## src/common/mie_pkg.sv

```systemverilog
// Package of constants, opcodes and register map for the instruction execute block
package mie_pkg;
  // APB register byte offsets
  localparam logic [7:0] MIE_OFF_CMD = 8'h00;
  localparam logic [7:0] MIE_OFF_ACC = 8'h04;
  localparam logic [7:0] MIE_OFF_FLAGS = 8'h08;
  localparam logic [7:0] MIE_OFF_PC = 8'h0C;
  localparam logic [7:0] MIE_OFF_MEM = 8'h10;
  localparam logic [7:0] MIE_OFF_STAT = 8'h14;
  localparam logic [7:0] MIE_OFF_WDT = 8'h18;
  localparam logic [7:0] MIE_OFF_SP = 8'h1C;
  // Command word field positions
  localparam int MIE_CMD_OP_LSB = 0;
  localparam int MIE_CMD_ADDR_LSB = 8;
  localparam int MIE_CMD_IMM_LSB = 16;
  localparam int MIE_CMD_TGT_LSB = 16;
  // Flag register bit positions
  localparam int MIE_FLG_C = 0;
  localparam int MIE_FLG_HALF = 1;
  localparam int MIE_FLG_Z = 2;
  localparam int MIE_FLG_OV = 3;
  localparam int MIE_FLG_SLEEP = 4;
  localparam int MIE_FLG_WDX = 5;
  localparam int MIE_FLG_GIE = 6;
  // Reset values
  localparam logic [7:0] MIE_RST_ACC = 8'h00;
  localparam logic [6:0] MIE_RST_FLAGS = 7'h00;
  localparam logic [10:0] MIE_RST_PC = 11'h000;
  // Timing: system clocks per instruction cycle
  localparam int MIE_CLK_PER_CYC = 4;
  localparam logic [1:0] MIE_PH_LAST = 2'(MIE_CLK_PER_CYC - 1);
  // Instruction codes on the command port
  typedef enum logic [7:0] {
    MIE_OP_IDLE = 8'h00,
    MIE_OP_INV_MEM = 8'h01,
    MIE_OP_INV_ACC = 8'h02,
    MIE_OP_BCD = 8'h03,
    MIE_OP_SUB1_MEM = 8'h04,
    MIE_OP_SUB1_ACC = 8'h05,
    MIE_OP_INC_MEM = 8'h06,
    MIE_OP_INC_ACC = 8'h07,
    MIE_OP_SLEEP = 8'h08,
    MIE_OP_GOTO = 8'h09,
    MIE_OP_COPY_A_M = 8'h0A,
    MIE_OP_COPY_M_A = 8'h0B,
    MIE_OP_COPY_A_X = 8'h0C,
    MIE_OP_OR_A_M = 8'h0D,
    MIE_OP_OR_A_X = 8'h0E,
    MIE_OP_OR_MEM = 8'h0F,
    MIE_OP_POP = 8'h10,
    MIE_OP_POP_X = 8'h11,
    MIE_OP_IRET = 8'h12,
    MIE_OP_ROTL_MEM = 8'h13,
    MIE_OP_ROTL_ACC = 8'h14,
    MIE_OP_ROTLC_MEM = 8'h15,
    MIE_OP_ROTLC_ACC = 8'h16,
    MIE_OP_ROTR_MEM = 8'h17,
    MIE_OP_ROTR_ACC = 8'h18,
    MIE_OP_ROTRC_MEM = 8'h19,
    MIE_OP_ROTRC_ACC = 8'h1A,
    MIE_OP_PUSH = 8'h1B
  } mie_op_t;
  typedef enum logic [1:0] {MIE_ST_IDLE, MIE_ST_EXEC, MIE_ST_SLEEP} mie_state_t;
endpackage

```

## src/rtl/mie_stack.sv

```systemverilog
// Return address stack for the instruction execute block
`timescale 1ns/1ps
`default_nettype none
module mie_stack #(
  parameter int DEPTH = 4,
  parameter int AW = 11
) (
  input wire logic pclk,
  input wire logic presetn,
  input wire logic push,
  input wire logic pop,
  input wire logic [AW-1:0] push_data,
  output logic [AW-1:0] top_data,
  output logic [$clog2(DEPTH):0] level
);
  logic [AW-1:0] mem_q [DEPTH];
  logic [$clog2(DEPTH)-1:0] ptr_q;
  logic [$clog2(DEPTH):0] lvl_q;
  // Circular pointer; overflow overwrites the oldest entry
  always_ff @(posedge pclk or negedge presetn) begin
    if (!presetn) begin
      ptr_q <= '0;
      lvl_q <= '0;
    end else if (push) begin
      ptr_q <= ptr_q + 1'b1;
      if (lvl_q != ($clog2(DEPTH)+1)'(DEPTH)) begin
        lvl_q <= lvl_q + 1'b1;
      end
    end else if (pop) begin
      ptr_q <= ptr_q - 1'b1;
      if (lvl_q != '0) begin
        lvl_q <= lvl_q - 1'b1;
      end
    end
  end
  // Storage write
  always_ff @(posedge pclk) begin
    if (push) begin
      mem_q[ptr_q] <= push_data;
    end
  end
  assign top_data = mem_q[ptr_q - 1'b1];
  assign level = lvl_q;
endmodule
`default_nettype wire

```

## src/rtl/mie_core.sv

```systemverilog
// Instruction execute datapath with APB register access
// Contract
// - Complement inverts the byte; memory or accumulator target; only zero changes.
// - BCD low nibble adds 6 when above 9 or half carry; makes nibble carry.
// - BCD high nibble adds 6 plus nibble carry, sets carry; result to memory.
// - Decrement subtracts one; memory or accumulator target; only zero changes.
// - Increment adds one; memory or accumulator target; only zero changes.
// - Power-down stops execution and gates the clock, keeping all state.
// - Power-down clears watchdog and prescaler, sets sleep, clears expiry, bumps PC.
// - Jump loads the program counter from the instruction, no flags change.
// - Moves copy memory, accumulator or immediate without any flag change.
// - No-operation only advances the program counter by one.
// - OR combines accumulator with memory or immediate; only zero changes.
// - Plain return pops the PC, takes two cycles, no flag change.
// - Return with immediate pops the PC and loads the accumulator.
// - Interrupt return pops the PC and sets global interrupt enable.
// - Left rotate moves bit 7 into bit 0; no flags change.
// - Left rotate through carry: old carry into bit 0, bit 7 into carry.
// - Right rotate moves bit 0 into bit 7; no flags change.
// - Right rotate through carry: old carry into bit 7, bit 0 into carry.
// - Instruction cycle is four clocks; a program counter reload adds one.
//
// Local design decisions: the address map and register access over APB.
`timescale 1ns/1ps
`default_nettype none
module mie_core
  import mie_pkg::*;
#(
  parameter int MEM_WORDS = 128,
  parameter int PC_W = 11,
  parameter int STACK_DEPTH = 4,
  parameter int WDT_W = 16
) (
  input wire logic pclk,
  input wire logic presetn,
  input wire logic psel,
  input wire logic penable,
  input wire logic pwrite,
  input wire logic [31:0] paddr,
  input wire logic [31:0] pwdata,
  output logic [31:0] prdata,
  output logic pready,
  output logic pslverr,
  input wire logic wake,
  output logic busy,
  output logic sleeping,
  output logic core_clk_en
);
  mie_state_t state_q;
  logic [7:0] acc_q;
  logic [6:0] flags_q;
  logic [PC_W-1:0] pc_q;
  logic [7:0] dmem_q [MEM_WORDS];
  logic [1:0] phase_q;
  logic [1:0] cyc_left_q;
  logic [7:0] op_q;
  logic [6:0] addr_q;
  logic [7:0] imm_q;
  logic [PC_W-1:0] tgt_q;
  logic [WDT_W-1:0] wdt_q;
  logic [7:0] wdt_pre_q;
  logic [6:0] mem_ptr_q;
  logic [31:0] rdata_q;
  logic [7:0] m_rd;
  logic [PC_W-1:0] stk_top;
  logic [$clog2(STACK_DEPTH):0] stk_lvl;
  logic wr_en;
  logic rd_en;
  logic cmd_wr;
  logic done;
  // Execution results
  logic [7:0] res;
  logic res_to_acc;
  logic res_to_mem;
  logic [6:0] flags_d;
  logic [PC_W-1:0] pc_d;
  logic [1:0] ncyc;
  logic do_push;
  logic do_pop;
  logic clr_wdt;

  // Zero detect and flag update shared by the zero-affecting operations
  function automatic logic [6:0] set_z(input logic [6:0] f, input logic [7:0] v);
    logic [6:0] r;
    r = f;
    r[MIE_FLG_Z] = (v == 8'h00);
    return r;
  endfunction

  // APB decode; every access completes with no wait state
  assign wr_en = psel && penable && pwrite;
  assign rd_en = psel && penable && !pwrite;
  assign cmd_wr = wr_en && (paddr[7:0] == MIE_OFF_CMD) && (state_q == MIE_ST_IDLE);
  assign pready = 1'b1;
  assign pslverr = psel && penable && (paddr[31:8] != 24'h00_0000 || paddr[1:0] != 2'b00 ||
                   paddr[7:0] > MIE_OFF_SP);
  assign busy = (state_q == MIE_ST_EXEC);
  assign sleeping = (state_q == MIE_ST_SLEEP);
  assign core_clk_en = (state_q != MIE_ST_SLEEP);
  assign m_rd = dmem_q[addr_q];
  assign done = busy && (phase_q == MIE_PH_LAST);

  // Operation decode: result value, destination, flags, PC and stack effect
  always_comb begin
    logic [3:0] lo;
    logic [4:0] hi;
    logic nib_c;
    lo = 4'h0;
    hi = 5'h00;
    nib_c = 1'b0;
    res = 8'h00;
    res_to_acc = 1'b0;
    res_to_mem = 1'b0;
    flags_d = flags_q;
    pc_d = pc_q + 1'b1;
    ncyc = 2'd1;
    do_push = 1'b0;
    do_pop = 1'b0;
    clr_wdt = 1'b0;
    case (op_q)
      MIE_OP_IDLE: begin
        res = 8'h00;
      end
      MIE_OP_INV_MEM, MIE_OP_INV_ACC: begin
        res = ~m_rd;
        res_to_mem = (op_q == MIE_OP_INV_MEM);
        res_to_acc = (op_q == MIE_OP_INV_ACC);
        flags_d = set_z(flags_q, res);
      end
      MIE_OP_BCD: begin
        // Low nibble adjust and its internal carry
        if (acc_q[3:0] > 4'd9 || flags_q[MIE_FLG_HALF]) begin
          lo = acc_q[3:0] + 4'd6;
          nib_c = !flags_q[MIE_FLG_HALF]; // Nibble carry is the inverse of half carry
        end else begin
          lo = acc_q[3:0];
        end
        // High nibble adjust with the internal carry
        hi = {1'b0, acc_q[7:4]} + {4'h0, nib_c};
        if (hi > 5'd9 || flags_q[MIE_FLG_C]) begin
          hi = hi + 5'd6;
          flags_d[MIE_FLG_C] = 1'b1;
        end
        res = {hi[3:0], lo[3:0]};
        res_to_mem = 1'b1;
      end
      MIE_OP_SUB1_MEM, MIE_OP_SUB1_ACC: begin
        res = m_rd - 8'h01;
        res_to_mem = (op_q == MIE_OP_SUB1_MEM);
        res_to_acc = (op_q == MIE_OP_SUB1_ACC);
        flags_d = set_z(flags_q, res);
      end
      MIE_OP_INC_MEM, MIE_OP_INC_ACC: begin
        res = m_rd + 8'h01;
        res_to_mem = (op_q == MIE_OP_INC_MEM);
        res_to_acc = (op_q == MIE_OP_INC_ACC);
        flags_d = set_z(flags_q, res);
      end
      MIE_OP_SLEEP: begin
        flags_d[MIE_FLG_SLEEP] = 1'b1;
        flags_d[MIE_FLG_WDX] = 1'b0;
        clr_wdt = 1'b1;
      end
      MIE_OP_GOTO: begin
        pc_d = tgt_q;
        ncyc = 2'd2;
      end
      MIE_OP_COPY_A_M: begin
        res = m_rd;
        res_to_acc = 1'b1;
      end
      MIE_OP_COPY_M_A: begin
        res = acc_q;
        res_to_mem = 1'b1;
      end
      MIE_OP_COPY_A_X: begin
        res = imm_q;
        res_to_acc = 1'b1;
      end
      MIE_OP_OR_A_M, MIE_OP_OR_A_X, MIE_OP_OR_MEM: begin
        res = acc_q | ((op_q == MIE_OP_OR_A_X) ? imm_q : m_rd);
        res_to_mem = (op_q == MIE_OP_OR_MEM);
        res_to_acc = (op_q != MIE_OP_OR_MEM);
        flags_d = set_z(flags_q, res);
      end
      MIE_OP_POP, MIE_OP_POP_X, MIE_OP_IRET: begin
        pc_d = stk_top;
        do_pop = 1'b1;
        ncyc = 2'd2;
        if (op_q == MIE_OP_POP_X) begin
          res = imm_q;
          res_to_acc = 1'b1;
        end
        if (op_q == MIE_OP_IRET) begin
          flags_d[MIE_FLG_GIE] = 1'b1;
        end
      end
      MIE_OP_ROTL_MEM, MIE_OP_ROTL_ACC: begin
        res = {m_rd[6:0], m_rd[7]};
        res_to_mem = (op_q == MIE_OP_ROTL_MEM);
        res_to_acc = (op_q == MIE_OP_ROTL_ACC);
      end
      MIE_OP_ROTLC_MEM, MIE_OP_ROTLC_ACC: begin
        res = {m_rd[6:0], flags_q[MIE_FLG_C]};
        flags_d[MIE_FLG_C] = m_rd[7];
        res_to_mem = (op_q == MIE_OP_ROTLC_MEM);
        res_to_acc = (op_q == MIE_OP_ROTLC_ACC);
      end
      MIE_OP_ROTR_MEM, MIE_OP_ROTR_ACC: begin
        res = {m_rd[0], m_rd[7:1]};
        res_to_mem = (op_q == MIE_OP_ROTR_MEM);
        res_to_acc = (op_q == MIE_OP_ROTR_ACC);
      end
      MIE_OP_ROTRC_MEM, MIE_OP_ROTRC_ACC: begin
        res = {flags_q[MIE_FLG_C], m_rd[7:1]};
        flags_d[MIE_FLG_C] = m_rd[0];
        res_to_mem = (op_q == MIE_OP_ROTRC_MEM);
        res_to_acc = (op_q == MIE_OP_ROTRC_ACC);
      end
      MIE_OP_PUSH: begin
        do_push = 1'b1;
        pc_d = tgt_q;
        ncyc = 2'd2;
      end
      default: begin
        res = 8'h00;
      end
    endcase
    // A write that lands on memory word zero models a PC low reload
    if (res_to_mem && addr_q == 7'h00) begin
      ncyc = 2'd2;
    end
  end

  // Sequencer: idle, four-clock instruction cycles, power-down
  always_ff @(posedge pclk or negedge presetn) begin
    if (!presetn) begin
      state_q <= MIE_ST_IDLE;
      phase_q <= 2'd0;
      cyc_left_q <= 2'd0;
    end else begin
      case (state_q)
        MIE_ST_IDLE: begin
          if (cmd_wr) begin
            state_q <= MIE_ST_EXEC;
            phase_q <= 2'd0;
            cyc_left_q <= 2'd0;
          end
        end
        MIE_ST_EXEC: begin
          phase_q <= phase_q + 2'd1;
          if (phase_q == MIE_PH_LAST) begin
            if (cyc_left_q == 2'd0) begin
              cyc_left_q <= (ncyc == 2'd1) ? 2'd0 : 2'd1;
              if (ncyc == 2'd1) begin
                state_q <= (op_q == MIE_OP_SLEEP) ? MIE_ST_SLEEP : MIE_ST_IDLE;
              end
            end else begin
              cyc_left_q <= 2'd0;
              state_q <= MIE_ST_IDLE;
            end
          end
        end
        MIE_ST_SLEEP: begin
          if (wake) begin
            state_q <= MIE_ST_IDLE;
          end
        end
        default: begin
          state_q <= MIE_ST_IDLE;
        end
      endcase
    end
  end

  // Effects commit once, at the end of the first instruction cycle
  logic commit;
  assign commit = done && (cyc_left_q == 2'd0);

  // Latched command fields
  always_ff @(posedge pclk or negedge presetn) begin
    if (!presetn) begin
      op_q <= 8'h00;
      addr_q <= 7'h00;
      imm_q <= 8'h00;
      tgt_q <= '0;
    end else if (cmd_wr) begin
      op_q <= pwdata[MIE_CMD_OP_LSB +: 8];
      addr_q <= pwdata[MIE_CMD_ADDR_LSB +: 7];
      imm_q <= pwdata[MIE_CMD_IMM_LSB +: 8];
      tgt_q <= pwdata[MIE_CMD_TGT_LSB +: PC_W];
    end
  end

  // Architectural state: accumulator, flags, program counter
  always_ff @(posedge pclk or negedge presetn) begin
    if (!presetn) begin
      acc_q <= MIE_RST_ACC;
      flags_q <= MIE_RST_FLAGS;
      pc_q <= MIE_RST_PC;
    end else if (commit) begin
      if (res_to_acc) begin
        acc_q <= res;
      end
      flags_q <= flags_d;
      pc_q <= pc_d;
    end else if (!busy && wr_en) begin
      case (paddr[7:0])
        MIE_OFF_ACC: acc_q <= pwdata[7:0];
        MIE_OFF_FLAGS: flags_q <= pwdata[6:0];
        MIE_OFF_PC: pc_q <= pwdata[PC_W-1:0];
        default: acc_q <= acc_q;
      endcase
    end
  end

  // Data memory: execution write, or software write through the window
  always_ff @(posedge pclk) begin
    if (commit && res_to_mem) begin
      dmem_q[addr_q] <= res;
    end else if (!busy && wr_en && paddr[7:0] == MIE_OFF_MEM) begin
      dmem_q[mem_ptr_q] <= pwdata[7:0];
    end
  end

  // Memory window pointer, set by bits 14:8 of a write to the window or by bits 6:0 of a write to the status offset
  always_ff @(posedge pclk or negedge presetn) begin
    if (!presetn) begin
      mem_ptr_q <= 7'h00;
    end else if (wr_en && paddr[7:0] == MIE_OFF_MEM) begin
      mem_ptr_q <= pwdata[14:8];
    end else if (wr_en && paddr[7:0] == MIE_OFF_STAT) begin
      mem_ptr_q <= pwdata[6:0];
    end
  end

  // Watchdog counter and prescaler; power-down clears both
  always_ff @(posedge pclk or negedge presetn) begin
    if (!presetn) begin
      wdt_pre_q <= 8'h00;
      wdt_q <= '0;
    end else if (commit && clr_wdt) begin
      wdt_pre_q <= 8'h00;
      wdt_q <= '0;
    end else if (state_q != MIE_ST_SLEEP) begin
      wdt_pre_q <= wdt_pre_q + 8'h01;
      if (wdt_pre_q == 8'hFF) begin
        wdt_q <= wdt_q + 1'b1;
      end
    end
  end

  mie_stack #(
    .DEPTH(STACK_DEPTH),
    .AW(PC_W)
  ) u_stack (
    .pclk(pclk),
    .presetn(presetn),
    .push(commit && do_push),
    .pop(commit && do_pop),
    .push_data(pc_q + 1'b1),
    .top_data(stk_top),
    .level(stk_lvl)
  );

  // Registered read data
  always_ff @(posedge pclk or negedge presetn) begin
    if (!presetn) begin
      rdata_q <= 32'h0000_0000;
    end else if (psel && !penable && !pwrite) begin
      case (paddr[7:0])
        MIE_OFF_CMD: rdata_q <= {8'h00, imm_q, 1'b0, addr_q, op_q};
        MIE_OFF_ACC: rdata_q <= {24'h00_0000, acc_q};
        MIE_OFF_FLAGS: rdata_q <= {25'h000_0000, flags_q};
        MIE_OFF_PC: rdata_q <= {{(32-PC_W){1'b0}}, pc_q};
        MIE_OFF_MEM: rdata_q <= {24'h00_0000, dmem_q[mem_ptr_q]};
        MIE_OFF_STAT: rdata_q <= {29'h0000_0000, sleeping, busy, 1'b0};
        MIE_OFF_WDT: rdata_q <= {{(32-WDT_W){1'b0}}, wdt_q};
        MIE_OFF_SP: rdata_q <= {{(31-$clog2(STACK_DEPTH)){1'b0}}, stk_lvl};
        default: rdata_q <= 32'h0000_0000;
      endcase
    end
  end
  assign prdata = (rd_en && !pslverr) ? rdata_q : 32'h0000_0000; // Error reads return zero
endmodule
`default_nettype wire

```

## config.mk

```make
export PLATFORM = sky130hd
export DESIGN_NAME = mie_core
export DESIGN_NICKNAME = d
export VERILOG_FILES = /design/src/common/mie_pkg.sv /design/src/rtl/mie_stack.sv /design/src/rtl/mie_core.sv
export SDC_FILE = /design/constraint.sdc
export NUM_CORES = 2
export LEC_CHECK = 0
export BUFFER_PORTS_ARGS = -buffer_cell sky130_fd_sc_hd__buf_4
export CORE_MARGIN = 2
export CORE_UTILIZATION = 55
export CTS_CLUSTER_DIAMETER = 80
export DETAILED_ROUTE_END_ITERATION = 6
export GPL_TIMING_DRIVEN = 0
export HOLD_SLACK_MARGIN = 0.03
export PLACE_DENSITY_LB_ADDON = 0.12
export SLEW_MARGIN = 20
export SYNTH_ARGS = -nofsm -noshare
export SYNTH_HDL_FRONTEND = slang
export SYNTH_SLANG_ARGS = --single-unit
```

## constraint.sdc

```tcl
create_clock -name pclk -period 10.6 [get_ports pclk]
set_clock_uncertainty 0.2 [all_clocks]
set_input_delay 0.53 -clock pclk [delete_from_list [all_inputs] [get_ports pclk]]
set_output_delay 0.53 -clock pclk [all_outputs]
set_load 0.05 [all_outputs]
```

==> results.json <==
{
  "gp_congestion": 1.045,
  "r2r-end": "dmem_q[18][7]",
  "cts_buffer_depth": 3,
  "ys_dominant_reg_cell": "edfxtp_1",
  "holdWs_ps": 56.39,
  "post-route-period-util": 0.8217,
  "yosys_warnings": 0,
  "p_sw_frac": 0.2463,
  "cts_resized": 0,
  "maxSlewViolCount": 0,
  "root_buffer": "clkbuf_16",
  "power_leakage_nw": 22.96,
  "wl_um": 246800,
  "synth-adder-area-share": 0.003804,
  "irDropWorstVdd_v": 0.0001525,
  "viasPerCell": 7.743,
  "synth_compound_area_frac": 0.05497,
  "grt_setup_unrepaired": "false",
  "synth_area_leaders": "edfxtp_1 55%, mux4_2 20%, dfrtp_1 5.1%, mux2i_1 3.9%, nor2_1 1.5%",
  "max_freq_mhz": 114.8,
  "synth_top_area_cell": "edfxtp_1",
  "synth_top_family_by_area": "multiplexers",
  "synthArstFlopShare": 0.09873,
  "synth_seq_cells": 1185,
  "synth_mux_area_frac": 0.2513,
  "clock-sinks": 1185,
  "syn_area_per_cell_um2": 16.69,
  "hold_path_class": "input port to flop",
  "dp_slack_ps": 2604,
  "hold_viol_final": 0,
  "power.internal_mw": 8.460,
  "start_util": 0.5522,
  "synth.most_common_cell": "edfxtp_1",
  "cts.htree.levels": 4,
  "clk_latency_ps": 790,
  "seqPwrFrac": 0.469,
  "drc_errors": 0,
  "period_needed_ps": 8710,
  "slew_headroom": 0.03740,
  "grt_pass1_vias": 39460,
  "p_comb_frac": 0.104,
  "worst_pin_slew_ps": 1429,
  "cts_buffers": 131,
  "syn_inst": 3469,
  "num_io_pins": 107,
  "synth_cell_types": 90,
  "ant_nets": 0,
  "clkTransAtPathRegs_ps": 60,
  "core_area_um2": 104800,
  "routedWlPerCell_um": 46.68,
  "finalSetupViolCount": 0,
  "nFillCells": 7478,
  "power_mw": 11.22,
  "status": "complete, no violations",
  "final_nets": 3865,
  "yosysSeqAreaShare": 0.6046,
  "hold_start": "paddr[4]",
  "die-area_um2": 107900,
  "rows": 119,
  "setup_tns_ps": 0,
  "dpl.hpwl_um": 173100,
  "synth_top_cell_area_share": 0.5540,
  "drive_above_1_share": 0.2884,
  "io_buffer_count": 91,
  "worst_setup_path_end_kind": "flop",
  "r2r-start": "addr_q[1]",
  "synthToLayoutAreaGrowth_pct": 14.92,
  "synth_xor_area_frac": 0.006204,
  "die-width_um": 328.4,
  "arrival_ps": 9020,
  "reg2regPathDepth": 19,
  "antenna_found_initial": 15,
  "die-height_um": 328.4,
  "cp.required_ps": 10910,
  "track_usage": 0.4609,
  "synth_common_cells": "1068 x edfxtp_1, 524 x mux4_2, 239 x nor2_1, 225 x mux2i_1, 178 x nand2_1",
  "synth_edf_count": 1068,
  "grt_pass1_wl_um": 328900,
  "timing.max_cap.violations": 0,
  "cts_tree": "built",
  "crit_type": "flop to flop",
  "stdcell_area_um2": 66520,
  "setup_ws_ps": 1890,
  "vias": 40940,
  "dpl_cell_area_um2": 61690,
  "start_kind": "flop",
  "p_sw_mw": 2.764,
  "cp_max_fo": 31,
  "worstHoldEndpoint": "mem_ptr_q[2]",
  "gr-total-overflow": 0,
  "drt_pass1_iterations": 7,
  "synth-simple-area-share": 0.05389,
  "rrSetupSlack_ps": 1890,
  "syn_area_um2": 57890,
  "grt_max_degree": 81,
  "min_path_cells": 5,
  "pwr-share-clk": 0.427,
  "drt-initial-drc-count": 7822,
  "powerDensity_nw_per_um2": 168.7
}
-- per-layer routing --
metal	global-route usage	wire (um)
met1	0.5482	78650
met2	0.6552	105400
met3	0.2106	39420
met4	0.3522	23160
met5	0.002662	143
-- layout by cell type, fill, tap and decap left out, types with 19 or more instances in the layout --
| master | count |
|---|---|
| buf_16 | 32 |
| nand3_1 | 56 |
| nor2_1 | 219 |
| nor2_2 | 19 |
| xnor2_1 | 23 |
| o21ai_0 | 71 |
| buf_6 | 19 |
| a22oi_1 | 76 |
| buf_4 | 120 |
| buf_2 | 63 |
| clkbuf_16 | 138 |
| clkinv_2 | 28 |
| a21oi_1 | 83 |
| nand2_1 | 178 |
| dfrtp_1 | 117 |
| clkinv_1 | 26 |
| mux2i_1 | 225 |
| clkbuf_2 | 51 |
| mux2_2 | 43 |
| and2_1 | 40 |
| edfxtp_1 | 1068 |
| a211oi_1 | 26 |
| a31oi_1 | 30 |
| mux4_2 | 524 |
| and3_1 | 21 |
| dlygate4sd3_1 | 34 |
| a22o_1 | 33 |
| inv_1 | 35 |
| clkbuf_1 | 109 |
| nor3_1 | 28 |
-- sequential cells by signal, summed over array words and instances, names as in the netlist --
register / flops
dmem_q: 1024
u_stack.level: 3
acc_q: 8
imm_q: 7
wdt_pre_q: 8
wdt_q: 16
op_q: 8
rdata_q: 24
pc_q: 11
tgt_q: 4
u_stack.mem_q: 44
mem_ptr_q: 7
cyc_left_q: 1
phase_q: 2
addr_q: 7
u_stack.ptr_q: 2
state_q: 2
flags_q: 7
-- worst max-delay path by stage --
stage	from	end	slack (ps)	depth (start not counted)
6_report	addr_q[1]	dmem_q[18][7]	1890	19
3_3_place_gp	addr_q[4]	dmem_q[116][4]	-4810	16
5_1_grt	addr_q[1]	dmem_q[95][7]	2260	19
2_1_floorplan	addr_q[0]	dmem_q[0][6]	2550	16
3_5_place_dp	addr_q[1]	dmem_q[16][7]	2600	19
4_1_cts	addr_q[1]	dmem_q[90][7]	2580	19
-- kinds of logic after synthesis --
logic type      after synthesis
flops                      1185
xor+xnor                     41
other cells                   2
simple gates                672
buf+inv                     300
fa+ha+maj                    17
compound gates              459
mux                         793
-- stage by stage --
stage                     instances  utilization
final                          5288       0.6346
after detailed placement       5002       0.5885
after global routing           5274       0.6343
after floorplan                3476            -
after global placement         4958       0.5756
after CTS                      5273       0.6340
-- layout make-up --
class,instances,area [um^2],share of cell area
Antenna cell,14,35.03,0.0005266
Clock inverter,81,915.9,0.01377
Inverter,39,146.4,0.002201
Clock buffer,157,3525,0.05298
Sequential cell,1185,35000,0.5261
Multi-Input combinational cell,1991,21630,0.3252
Tap cell,1391,1740,0.02616
Timing Repair Buffer,169,2123,0.03192
Buffer,261,1408,0.02116
-- timing repair --
item                                   CTS  global route
setup buffers                            0             0
endpoints found under the hold margin  178             1
setup endpoints to repair                0             0
hold buffers                            33             1
-- critical path: stages, from the launching register on --
cell	delay, ps
dfrtp_1	570
buf_4	360
buf_4	510
buf_6	410
buf_2	830
buf_2	760
mux4_2	340
o22ai_1	70
nor3_1	670
o21ai_0	310
o22ai_1	1000
nor2_1	110
a21oi_1	160
o211ai_1	130
a211oi_1	670
a21oi_4	370
buf_16	300
buf_16	180
buf_16	170
buf_16	180
-- power groups by stage --
| stage | Combinational, mW | Sequential [mW] | Clock, mW |
|---|---|---|---|
| 2_1_floorplan | 0.500 | 5.39 | 0 |
| 5_1_grt | 1.16 | 5.26 | 4.95 |
| 3_5_place_dp | 1.09 | 5.36 | 0 |
| 3_3_place_gp | 0.920 | 5.45 | 0 |
| 4_1_cts | 1.10 | 5.26 | 4.76 |
| 6_report | 1.17 | 5.26 | 4.80 |
No activity file was read; power rests on OpenSTA's default activity.
